[src/rtl/udh_map.vh]
/*
 * constants for the serial port dma handshake block: register offsets,
 * field positions, reset values and fifo figures.
 * assumes inclusion by bare name from the design file.
 */
`ifndef UDH_MAP_VH
`define UDH_MAP_VH

// fifo geometry
`define UDH_FIFO_DEPTH 6'h20
`define UDH_CNT_W 6

// register byte offsets
`define UDH_OFS_CTRL 4'h0
`define UDH_OFS_TXCNT 4'h4
`define UDH_OFS_RXCNT 4'h8
`define UDH_OFS_STAT 4'hc

// control register fields
`define UDH_CTRL_DMA_EN 0
`define UDH_CTRL_AFE 1
`define UDH_CTRL_FLOWTRIG 2
`define UDH_CTRL_TXTRIG_LO 4
`define UDH_CTRL_TXTRIG_HI 5
`define UDH_CTRL_RXTRIG_LO 6
`define UDH_CTRL_RXTRIG_HI 7
`define UDH_CTRL_RESET 8'h01

// status register fields
`define UDH_STAT_TXREQ 0
`define UDH_STAT_RXREQ 1
`define UDH_STAT_TXSGL 2
`define UDH_STAT_RXSGL 3
`define UDH_STAT_RTS 4
`define UDH_STAT_TXBUSY 5
`define UDH_STAT_RXBUSY 6

// trigger decodes (entries)
`define UDH_TXLVL_0 6'h00
`define UDH_TXLVL_1 6'h02
`define UDH_TXLVL_2 6'h08
`define UDH_TXLVL_3 6'h10
`define UDH_RXLVL_0 6'h01
`define UDH_RXLVL_1 6'h08
`define UDH_RXLVL_2 6'h10
`define UDH_RXLVL_3 6'h1e

// axi responses
`define UDH_RESP_OKAY 2'h0
`define UDH_RESP_SLVERR 2'h2

`endif

[src/rtl/udh_dma_handshake.v]
/*
 * dma request/acknowledge logic for a serial port's transmit and receive
 * fifos, with an axi4-lite slave for control and status.
 * assumes fifo levels arrive synchronous to i_sys_clk, and that the dma
 * controller clock is phase-aligned and an integer multiple of this clock.
 */
// Contract
// (RULE_01) assert active-low burst request when fifo reaches its watermark
// (RULE_02) controller detects new burst request by asserting edge, not level
// (RULE_03) acknowledge asserted drops burst request until acknowledge is released
// (RULE_04) after acknowledge release, reassert burst only if still beyond watermark
// (RULE_05) burst order: request, ack, request off, ack off, optional re-request
// (RULE_06) requests driven on this clock; acks sampled here; clocks phase-aligned
// (RULE_07) burst request holds until acknowledge even if level recedes
// (RULE_08) transmit single asserted with a free entry, cleared when full
// (RULE_09) receive single asserted with a valid entry, cleared when empty
// (RULE_10) controller samples singles only when block not burst multiple
// (RULE_11) single order: single, ack, single off, ack off
// (RULE_12) watermark 4, block 15: three bursts, last three items via single
// (RULE_13) auto flow: rts off at threshold, on at empty, rx burst raised too; code holds rts on while flow_trigger_en is set
// (RULE_14) leftover below threshold after burst raises only receive single
// (RULE_15) controller ignores singles outside its single-transaction region
// (RULE_16) burst length at least receive threshold avoids flow deadlock
// (RULE_17) 32-entry fifo, trigger code 11 gives threshold of 30
// (RULE_18) transmit watermark true when count at or below decoded level
// (RULE_19) receive watermark true when count at or above decoded level
// (RULE_20) all active-low request outputs high from reset onward
`timescale 1ns/1ns
`include "udh_map.vh"

module udh_dma_handshake (
    // clock and reset
    input wire i_sys_clk,
    input wire i_reset_n,
    // fifo levels
    input wire [5:0] i_tx_fifo_count,
    input wire [5:0] i_rx_fifo_count,
    // dma handshake
    input wire i_tx_ack_n,
    input wire i_rx_ack_n,
    output reg o_tx_req_n,
    output reg o_rx_req_n,
    output reg o_tx_single_n,
    output reg o_rx_single_n,
    // modem flow control
    output reg o_rts_n,
    // axi4-lite write address
    input wire [3:0] s_axi_awaddr,
    input wire s_axi_awvalid,
    output wire s_axi_awready,
    // axi4-lite write data
    input wire [31:0] s_axi_wdata,
    input wire [3:0] s_axi_wstrb,
    input wire s_axi_wvalid,
    output wire s_axi_wready,
    // axi4-lite write response
    output reg [1:0] s_axi_bresp,
    output reg s_axi_bvalid,
    input wire s_axi_bready,
    // axi4-lite read address
    input wire [3:0] s_axi_araddr,
    input wire s_axi_arvalid,
    output wire s_axi_arready,
    // axi4-lite read data
    output reg [31:0] s_axi_rdata,
    output reg [1:0] s_axi_rresp,
    output reg s_axi_rvalid,
    input wire s_axi_rready
);

    // channel states
    localparam ST_IDLE = 2'b00;
    localparam ST_REQ = 2'b01;
    localparam ST_WAIT = 2'b10;

    reg [7:0] ctrl;
    reg [1:0] tx_state;
    reg [1:0] rx_state;
    reg [1:0] next_tx_state;
    reg [1:0] next_rx_state;
    reg tx_single_busy;
    reg rx_single_busy;
    reg [5:0] tx_level;
    reg [5:0] rx_level;
    reg aw_held;
    reg w_held;
    reg [3:0] aw_addr;
    reg [31:0] w_data;
    reg [3:0] w_strb;

    wire dma_en = ctrl[`UDH_CTRL_DMA_EN];
    wire auto_flow_enable = ctrl[`UDH_CTRL_AFE];
    wire flow_trigger_en = ctrl[`UDH_CTRL_FLOWTRIG];
    wire [1:0] transmit_empty_trigger_field = ctrl[`UDH_CTRL_TXTRIG_HI:`UDH_CTRL_TXTRIG_LO];
    wire [1:0] receive_trigger_field = ctrl[`UDH_CTRL_RXTRIG_HI:`UDH_CTRL_RXTRIG_LO];

    // trigger decode; code 3 on receive gives two below full
    always @* begin
        case (transmit_empty_trigger_field)
            2'b00: tx_level = `UDH_TXLVL_0;
            2'b01: tx_level = `UDH_TXLVL_1;
            2'b10: tx_level = `UDH_TXLVL_2;
            default: tx_level = `UDH_TXLVL_3;
        endcase
        case (receive_trigger_field)
            2'b00: rx_level = `UDH_RXLVL_0;
            2'b01: rx_level = `UDH_RXLVL_1;
            2'b10: rx_level = `UDH_RXLVL_2;
            default: rx_level = `UDH_RXLVL_3; // RULE_17
        endcase
    end

    // watermark and single conditions
    wire tx_mark = dma_en && (i_tx_fifo_count <= tx_level); // RULE_18
    wire rx_mark = dma_en && (i_rx_fifo_count >= rx_level); // RULE_19
    wire tx_space = dma_en && (i_tx_fifo_count < `UDH_FIFO_DEPTH); // RULE_08
    wire rx_data = dma_en && (i_rx_fifo_count != 6'h00); // RULE_09
    wire tx_ack = !i_tx_ack_n;
    wire rx_ack = !i_rx_ack_n;

    // burst channel next state; acks are sampled on this clock
    always @* begin
        next_tx_state = tx_state;
        case (tx_state)
            ST_IDLE: if (tx_mark && !tx_ack) next_tx_state = ST_REQ; // RULE_01 RULE_04
            ST_REQ: if (tx_ack) next_tx_state = ST_WAIT; // RULE_07 RULE_03
            ST_WAIT: if (!tx_ack) next_tx_state = ST_IDLE; // RULE_05
            default: next_tx_state = ST_IDLE;
        endcase
        next_rx_state = rx_state;
        case (rx_state)
            ST_IDLE: if (rx_mark && !rx_ack) next_rx_state = ST_REQ; // RULE_01 RULE_13
            ST_REQ: if (rx_ack) next_rx_state = ST_WAIT; // RULE_07 RULE_03
            ST_WAIT: if (!rx_ack) next_rx_state = ST_IDLE; // RULE_05
            default: next_rx_state = ST_IDLE;
        endcase
    end

    // registered outputs toward the controller
    always @(posedge i_sys_clk) begin
        if (!i_reset_n) begin
            tx_state <= ST_IDLE;
            rx_state <= ST_IDLE;
            tx_single_busy <= 1'b0;
            rx_single_busy <= 1'b0;
            o_tx_req_n <= 1'b1; // RULE_20
            o_rx_req_n <= 1'b1;
            o_tx_single_n <= 1'b1;
            o_rx_single_n <= 1'b1;
        end else begin
            tx_state <= next_tx_state;
            rx_state <= next_rx_state;
            // request driven from flop so the controller sees a clean edge
            o_tx_req_n <= !(next_tx_state == ST_REQ); // RULE_06 RULE_02
            o_rx_req_n <= !(next_rx_state == ST_REQ); // RULE_06 RULE_02
            // single drops while ack is low, returns after ack release
            if (tx_ack)
                tx_single_busy <= 1'b1; // RULE_11
            else
                tx_single_busy <= 1'b0;
            if (rx_ack)
                rx_single_busy <= 1'b1; // RULE_11
            else
                rx_single_busy <= 1'b0;
            o_tx_single_n <= !(tx_space && !tx_ack); // RULE_08 RULE_11
            // below threshold leftovers show only on the single line
            o_rx_single_n <= !(rx_data && !rx_ack); // RULE_09 RULE_14 RULE_12
        end
    end

    // rts: with auto flow on and flow trigger off, off at receive threshold, back on only once drained; else held on
    always @(posedge i_sys_clk) begin
        if (!i_reset_n) begin
            o_rts_n <= 1'b0;
        end else if (auto_flow_enable && !flow_trigger_en) begin
            if (i_rx_fifo_count >= rx_level)
                o_rts_n <= 1'b1; // RULE_13
            else if (i_rx_fifo_count == 6'h00)
                o_rts_n <= 1'b0; // RULE_13
        end else begin
            o_rts_n <= 1'b0;
        end
    end

    // axi write side: address and data taken in either order
    assign s_axi_awready = !aw_held && !s_axi_bvalid;
    assign s_axi_wready = !w_held && !s_axi_bvalid;
    wire aw_take = s_axi_awvalid && s_axi_awready;
    wire w_take = s_axi_wvalid && s_axi_wready;
    wire aw_have = aw_held || aw_take;
    wire w_have = w_held || w_take;
    wire [3:0] wr_addr = aw_held ? aw_addr : s_axi_awaddr;
    wire [31:0] wr_data = w_held ? w_data : s_axi_wdata;
    wire [3:0] wr_strb = w_held ? w_strb : s_axi_wstrb;
    wire wr_do = aw_have && w_have && !s_axi_bvalid;

    always @(posedge i_sys_clk) begin
        if (!i_reset_n) begin
            aw_held <= 1'b0;
            w_held <= 1'b0;
            aw_addr <= 4'h0;
            w_data <= 32'h0000_0000;
            w_strb <= 4'h0;
            s_axi_bvalid <= 1'b0;
            s_axi_bresp <= `UDH_RESP_OKAY;
            ctrl <= `UDH_CTRL_RESET;
        end else begin
            if (aw_take) begin
                aw_addr <= s_axi_awaddr;
            end
            if (w_take) begin
                w_data <= s_axi_wdata;
                w_strb <= s_axi_wstrb;
            end
            aw_held <= aw_have && !wr_do;
            w_held <= w_have && !wr_do;
            if (wr_do) begin
                s_axi_bvalid <= 1'b1;
                // only the control word is writable; others are read-only
                if (wr_addr == `UDH_OFS_CTRL) begin
                    s_axi_bresp <= `UDH_RESP_OKAY;
                    if (wr_strb[0])
                        ctrl <= wr_data[7:0];
                end else begin
                    s_axi_bresp <= `UDH_RESP_SLVERR;
                end
            end else if (s_axi_bready) begin
                s_axi_bvalid <= 1'b0;
            end
        end
    end

    // axi read side: one read at a time, answer one cycle after address
    assign s_axi_arready = !s_axi_rvalid;

    always @(posedge i_sys_clk) begin
        if (!i_reset_n) begin
            s_axi_rvalid <= 1'b0;
            s_axi_rdata <= 32'h0000_0000;
            s_axi_rresp <= `UDH_RESP_OKAY;
        end else if (s_axi_arvalid && s_axi_arready) begin
            s_axi_rvalid <= 1'b1;
            s_axi_rresp <= `UDH_RESP_OKAY;
            s_axi_rdata <= 32'h0000_0000;
            case (s_axi_araddr)
                `UDH_OFS_CTRL: s_axi_rdata[7:0] <= ctrl;
                `UDH_OFS_TXCNT: s_axi_rdata[5:0] <= i_tx_fifo_count;
                `UDH_OFS_RXCNT: s_axi_rdata[5:0] <= i_rx_fifo_count;
                `UDH_OFS_STAT: begin
                    s_axi_rdata[`UDH_STAT_TXREQ] <= !o_tx_req_n;
                    s_axi_rdata[`UDH_STAT_RXREQ] <= !o_rx_req_n;
                    s_axi_rdata[`UDH_STAT_TXSGL] <= !o_tx_single_n;
                    s_axi_rdata[`UDH_STAT_RXSGL] <= !o_rx_single_n;
                    s_axi_rdata[`UDH_STAT_RTS] <= !o_rts_n;
                    s_axi_rdata[`UDH_STAT_TXBUSY] <= tx_single_busy || tx_state == ST_WAIT;
                    s_axi_rdata[`UDH_STAT_RXBUSY] <= rx_single_busy || rx_state == ST_WAIT;
                end
                default: s_axi_rresp <= `UDH_RESP_SLVERR;
            endcase
        end else if (s_axi_rready) begin
            s_axi_rvalid <= 1'b0;
        end
    end

endmodule

[config.mk]
export PLATFORM = sky130hd
export DESIGN_NAME = udh_dma_handshake
export DESIGN_NICKNAME = d
export VERILOG_FILES = /design/src/rtl/udh_dma_handshake.v
export VERILOG_INCLUDE_DIRS = /design/src /design/src/rtl
export SDC_FILE = /design/constraint.sdc
export NUM_CORES = 1
export LEC_CHECK = 0
export ABC_AREA = 1
export BUFFER_PORTS_ARGS = -buffer_cell sky130_fd_sc_hd__buf_2
export CAP_MARGIN = 40
export CORE_MARGIN = 8
export CORE_UTILIZATION = 51
export DETAILED_ROUTE_END_ITERATION = 8
export PLACE_DENSITY = 0.83
export RECOVER_POWER = 100
export SLEW_MARGIN = 20
export SYNTH_ARGS = -nofsm -noshare
export SYNTH_HDL_FRONTEND = slang
export SYNTH_SLANG_ARGS = --single-unit
[constraint.sdc]
create_clock -name i_sys_clk -period 1.95 [get_ports i_sys_clk]
set_input_delay 0.39 -clock i_sys_clk [delete_from_list [all_inputs] [get_ports i_sys_clk]]
set_output_delay 0.39 -clock i_sys_clk [all_outputs]
set_load 0.01 [all_outputs]
# [After elaboration in Yosys (flattened, before gate mapping)]
# Cells that the tools add are included.
[word_totals] output_inout_bits=46 input_bits=65 register_bits=48 wordCells=113
[op_classes] n_mux=26 eq_ne=13 order_cmp=3 n_reduce_logical=51
[op_table] op="$pmux 5 s3" n=2
[op_table] op="$pmux 6 s4" n=1
[op_table] op="$logic_and 1x1->1" n=18
[op_table] op="$mux 2" n=8
[op_table] op="$logic_not 1->1" n=15
[op_table] op="$eq 2x1->1 const B" n=6
[op_table] op="$pmux 2 s3" n=2
[op_table] op="$mux 1" n=10
[op_table] op="$eq 2x2->1 const B" n=4
[op_table] op="$eq 4x4->1 const B" n=2
[op_table] op="$logic_not 2->1" n=4
[op_table] op="$logic_not 4->1" n=2
[op_table] op="$mux 8" n=1
[op_table] op="$ge 6x6->1" n=1
[op_table] op="$le 6x6->1" n=1
[op_table] op="$logic_not 6->1" n=1
[op_table] op="$lt 6x6->1 const B" n=1
[op_table] op="$reduce_bool 2->1" n=3
[op_table] op="$reduce_bool 6->1" n=1
[op_table] op="$eq 4x3->1 const B" n=1
[op_table] op="$logic_or 1x1->1" n=4
[op_table] op="$mux 4" n=1
[op_table] op="$reduce_or 4->1" n=1
[op_table] op="$reduce_and 3->1" n=1
[op_table] op="2 further kinds" n=2

# [Logic depth before layout (Yosys ltp)]
[depth] ltp_word=9 depth_mapped=10 depth_no_buf=10

# [Least setup slack after synthesis]
# No wires, ideal clock.
[synth_path] kind="reg-to-reg" start="register ctrl[7]" end="register o_rx_req_n" synth_period_minus_slack_ns=1.265 setup_time_ns=0.120 path_slack_ns=0.685 n_path_buf=0 required_time_ns=1.830 arrival_time_ns=1.145 stages_incl_launch_ff=10 path_cell_list="dfxtp_1 -> inv_1 -> ha_1 -> inv_1 -> nor3_1 -> nand2_1 -> nand2_1 -> nand2_1 -> nand2_1 -> nand3_1"
[synth_via] elab_chain_len=9 word_cells_on_any_way=11 cone_classes="order compare: 1; eq/ne: 3; mux: 3; reduce/logical: 4"
[synth_rtl] item="start, declared" line_no="udh_dma_handshake.v:76" source="reg [7:0] ctrl;"
[synth_rtl] item="start signal, assigned" line_no="udh_dma_handshake.v:206" source="ctrl <= `UDH_CTRL_RESET;"
[synth_rtl] item="start signal, assigned" line_no="udh_dma_handshake.v:223" source="ctrl <= wr_data[7:0];"
[synth_rtl] item="$eq 2x2->1 (tied with other cells)" line_no="udh_dma_handshake.v:105" source="case (receive_trigger_field)"
[synth_rtl] item="$pmux 5 s3 *" line_no="udh_dma_handshake.v:105"
[synth_rtl] item="$ge 6x6->1 *" line_no="udh_dma_handshake.v:115" source="wire rx_mark = dma_en && (i_rx_fifo_count >= rx_level);"
[synth_rtl] item="$logic_and 1x1->1 *" line_no="udh_dma_handshake.v:115"
[synth_rtl] item="$logic_and 1x1->1 *" line_no="udh_dma_handshake.v:132" source="ST_IDLE: if (rx_mark && !rx_ack) next_rx_state = ST_REQ;"
[synth_rtl] item="$mux 2 *" line_no="udh_dma_handshake.v:132"
[synth_rtl] item="$pmux 2 s3 *" line_no="udh_dma_handshake.v:131" source="case (rx_state)"
[synth_rtl] item="$eq 2x1->1 *" line_no="udh_dma_handshake.v:155" source="o_rx_req_n <= !(next_rx_state == ST_REQ);"
[synth_rtl] item="$logic_not 1->1 *" line_no="udh_dma_handshake.v:155"
[synth_rtl] item="end signal, assigned" line_no="udh_dma_handshake.v:155"
[synth_rtl] item="end, declared" line_no="udh_dma_handshake.v:42" source="output reg o_rx_req_n,"
# Every way passes the cells marked *; elsewhere a longest branch is shown, timed or not.
# A chain may end at the register's enable or synchronous reset.

# [Worst setup path after layout]
[layout_path] start="register w_held" end="register ctrl[5]"
[layout_via] elab_chain_len=7 word_cells_on_any_way=9 cone_classes="mux: 2; reduce/logical: 7"
[layout_rtl] item="start, declared" line_no="udh_dma_handshake.v:86" source="reg w_held;"
[layout_rtl] item="start signal, assigned" line_no="udh_dma_handshake.v:216" source="w_held <= w_have && !wr_do;"
[layout_rtl] item="$logic_not 1->1" line_no="udh_dma_handshake.v:187" source="assign s_axi_wready = !w_held && !s_axi_bvalid;"
[layout_rtl] item="$logic_and 1x1->1" line_no="udh_dma_handshake.v:187"
[layout_rtl] item="$logic_and 1x1->1" line_no="udh_dma_handshake.v:189" source="wire w_take = s_axi_wvalid && s_axi_wready;"
[layout_rtl] item="$logic_or 1x1->1" line_no="udh_dma_handshake.v:191" source="wire w_have = w_held || w_take;"
[layout_rtl] item="$logic_and 1x1->1 (2 in series)" line_no="udh_dma_handshake.v:195" source="wire wr_do = aw_have && w_have && !s_axi_bvalid;"
[layout_rtl] item="$reduce_and 3->1 (no source line)"
# Parallel ways exist; a longest one is shown, timed or not.

==> impl_summary.log <==
[metrics] TritonCTS clock tree: built
[metrics] register-to-register setup slack: a little over 0.4 ns
[metrics] count of mapped cells out of synthesis: 360
[metrics] worst hold endpoint: rx_single_busy
[metrics] Least-Margin Pin Slew: about 1.0 ns
[metrics] Clock Root Buffer: clkbuf_8
[metrics] placeable core region: approximately 4800 µm²
[metrics] cell chain of the critical path: buf_4 -> inv_1 -> o21ai_0 -> nand2_1 -> nor2_4 -> nand3_1 -> nand2_1 -> nor2_1
[metrics] total routed wirelength: 5860 µm
[metrics] half-perimeter wire length after placement: between 4000 and 5000 µm
[metrics] Pleak: 1.431 nW
[metrics] Final Hold Viols: 0
[metrics] Crit Reg-Reg Endpoint: ctrl[5]
[metrics] WP data required: 2.14 ns
[metrics] maximum number of pins on one net before global-route repair: 29
[metrics] total vias in the final route: 2,329
[metrics] cell type with the highest occurrence count on the critical path: nand2_1
[metrics] count of H-tree levels built during CTS: 2
[metrics] number of inserted diodes: 0
[metrics] Worst R2R Start: w_held
[metrics] area share of the largest cell type after synthesis: 0.3596
[metrics] Storage cell area: 920.9 µm²
[metrics] count of routing violations after the opening detailed-route iteration: approximately 160
[metrics] Initial DRT Pass Iterations: 4
[metrics] starting density of the core: 0.5352
[metrics] synth top area cells: dfxtp_1 36%, nor2_1 9.2%, buf_4 8.2%
[metrics] cts bufs inserted: 5
[metrics] Final Wtd Congestion: 0.8905
[metrics] Max Transition Viols Final: 0
[metrics] total power per unit cell area: 735.6 nW/µm²
[metrics] Skew-Pair Late Insertion Delay: about 0.30 ns
[metrics] vertical extent of the die: 86.87 µm
[metrics] synthesis warning total: 0
[metrics] Setup Viol. Count Final: 0
[metrics] slowest stage cell, crit path: dfxtp_1
[metrics] Fin Clk Skew: 0.007988 ns
[metrics] total of cells resized after clock tree synthesis: 0
[metrics] Clk pin slew, worst setup/hold paths: 0.08 ns
[metrics] commonest non-fill, non-tap cell in the layout: nor2_1
[metrics] count of unresolved DRC violations after routing: 0
[metrics] number of port buffers: 57
[metrics] unrepaired setup endpoints after global routing: false
[metrics] WL per Instance: 12.06 µm
[metrics] Fmax achieved: ~650 MHz
[metrics] worst hold path startpoint: i_rx_ack_n
[metrics] number of fillers in the final layout: 489
[metrics] number of cell rows: 25
[metrics] biggest cell delay along the critical path: 0.31 ns
[metrics] TritonCTS Sinks: 46
[metrics] Fin Setup TNS: 0 ns
[metrics] first-pass GRT wire length: 9425 µm
[metrics] post-route core utilization: 0.5982
[metrics] CP startpoint kind: register
[metrics] minimum clock period after layout: 1.536 ns
[metrics] biggest fanout along the worst timing path: 12
[metrics] number of max-capacitance violations reported: 0
[metrics] cells on worst reg2reg path: 8
[metrics] vias in the first global route: 2,179
[metrics] library cell with the largest summed area after synthesis: dfxtp_1
[metrics] synthesis-to-finish area growth: 11.77%
[metrics] sequential cell area fraction in the yosys report: 0.3596
[metrics] endpoint kind of the worst setup timing path: register
[metrics] most frequent cells in the layout: 63 x nor2_1, 57 x nand2_1, 46 x dfxtp_1
[metrics] hold crit path type: primary input to register
[metrics] die area: 7546 µm²
[metrics] cell count of the worst hold path: 2
[metrics] Distinct cells, synth: 34
[metrics] worst endpoint data arrival time: 1.72 ns
[metrics] crit share post-route: 0.7876
[metrics] hold-fix buffers at CTS: 0
[metrics] antenna violations before repair: 0
[metrics] Global Route Usage Sum: 0.1538
[metrics] Max rail drop VDD: approximately 0.00055 V
[metrics] average vias per placed instance: 4.792
[metrics] die boundary width: 86.87 µm
[metrics] # IOs: around 110
[metrics] buffer depth of the longest clock path: 2
[metrics] fraction of layout instances using a drive strength above 1: 0.1504
[metrics] nets: 491
[metrics] post-CTS repair timing setup buffer count: 0
[metrics] synthesized area per cell: just over 7 µm²
[metrics] register bit count reported by yosys: between 40 and 50
[metrics] Netlist Area Pre-Place: 2561 µm²
[metrics] tightest slew margin relative to the limit: 0.3007
[metrics] Multi-input gate area: about 1300 µm²
[metrics] number of nets with antenna violations after detailed routing: 0
[metrics] category of the most critical setup path: register to register
[metrics] result of the run: complete, no violations
[metrics] grt ovf: 0
[registers in the layout, indices dropped and copies added, names as in the netlist]
register        flops
w_strb              1
aw_held             1
tx_single_busy      1
s_axi_rresp         1
rx_state            2
ctrl                8
w_held              1
tx_state            2
s_axi_bvalid        1
o_rx_single_n       1
o_tx_single_n       1
o_rts_n             1
o_tx_req_n          1
w_data              8
o_rx_req_n          1
aw_addr             4
rx_single_busy      1
s_axi_bresp         1
s_axi_rvalid        1
s_axi_rdata         8
[routing by layer]
layer	track usage	part of all wire	wire (µm)
met5	0	0	0
met4	0.07668	0.020	119
met3	0.04811	0.097	571
met2	0.2658	0.47	2780
met1	0.1652	0.41	2389
[final cells by class]
| cell class | count | area share |
|---|---|---|
| inverters | 43 | 0.05682 |
| multi-input cells | 263 | 0.4589 |
| flip-flops and latches | 46 | 0.3217 |
| well taps | 67 | 0.02928 |
| repair buffers | 59 | 0.09484 |
| clock buffers | 8 | 0.03846 |
[cell families (layout without fill, tap and decap cells)]
group | Yosys count | count (layout) | synth area share
AO/OA/AOI/OAI | 48 | 48 | 0.1036
adder cells (fa/ha/maj) | 8 | 8 | 0.03908
buffers and inverters | 76 | 110 | 0.1568
flip-flops | 46 | 46 | 0.3595
multiplexers | 7 | 7 | 0.02736
other | 1 | 26 | 0.001464
AND/OR/NAND/NOR | 174 | 174 | 0.3122
[per-stage QoR]
step / hold slack (ns) / worst slack (ns) / area, µm² / cells / power [mW]
finish: 0.2828 / 0.4142 / 2863 / 486 / 2.106
global route: 0.2780 / 0.2213 / 2863 / 486 / 2.217
CTS: 0.2743 / 0.4492 / 2910 / 486 / 2.141
detailed placement: 0.4541 / 0.4773 / 2800 / 478 / 1.478
global placement: 0.4532 / 0.5090 / 2800 / 478 / 1.466
floorplan: 0.4166 / 0.6847 / 2655 / 385 / 1.386
[critical path: cells and delay by family (launching register included)]
family | cells | cell delay, ns
AOI/OAI and AO/OA | 1 | 0.11
buffers and inverters | 2 | 0.28
DFF | 1 | 0.31
and+or+nand+nor | 5 | 0.72
[worst max-delay path by stage]
stage	slack, ns	cells past startpoint	start	end
final	0.41	8	w_held	ctrl[5]
after global routing	0.22	6	i_reset_n	tx_state[0]
after CTS	0.45	3	w_held	s_axi_wready
after detailed placement	0.48	8	i_tx_fifo_count[3]	tx_state[0]
after global placement	0.51	9	i_rx_fifo_count[4]	o_rx_req_n
after floorplan	0.68	9	ctrl[7]	o_rx_req_n
[cell usage after synthesis (all sizes together)]
master   n
a211oi   1
a21boi   1
a21oi   13
a31oi    1
a32oi    1
buf     31
clkbuf   2
clkinv   1
conb     1
dfxtp   46
ha       8
inv     42
mux2i    7
nand2   62
nand3   38
nand3b   1
nand4    2
nor2    69
nor3     1
o21a     2
o21ai   28
o21bai   1
or2      1
[power breakdown]
part           switching (mW)  leakage (nW)  total, mW  internal [mW]
Clock                   0.307        0.0575      0.665          0.358
Combinational           0.265         0.996      0.402          0.137
Sequential             0.0365         0.377       1.04           1.00
Total                   0.609          1.43       2.11           1.50
(Power assumes the default switching activity.)
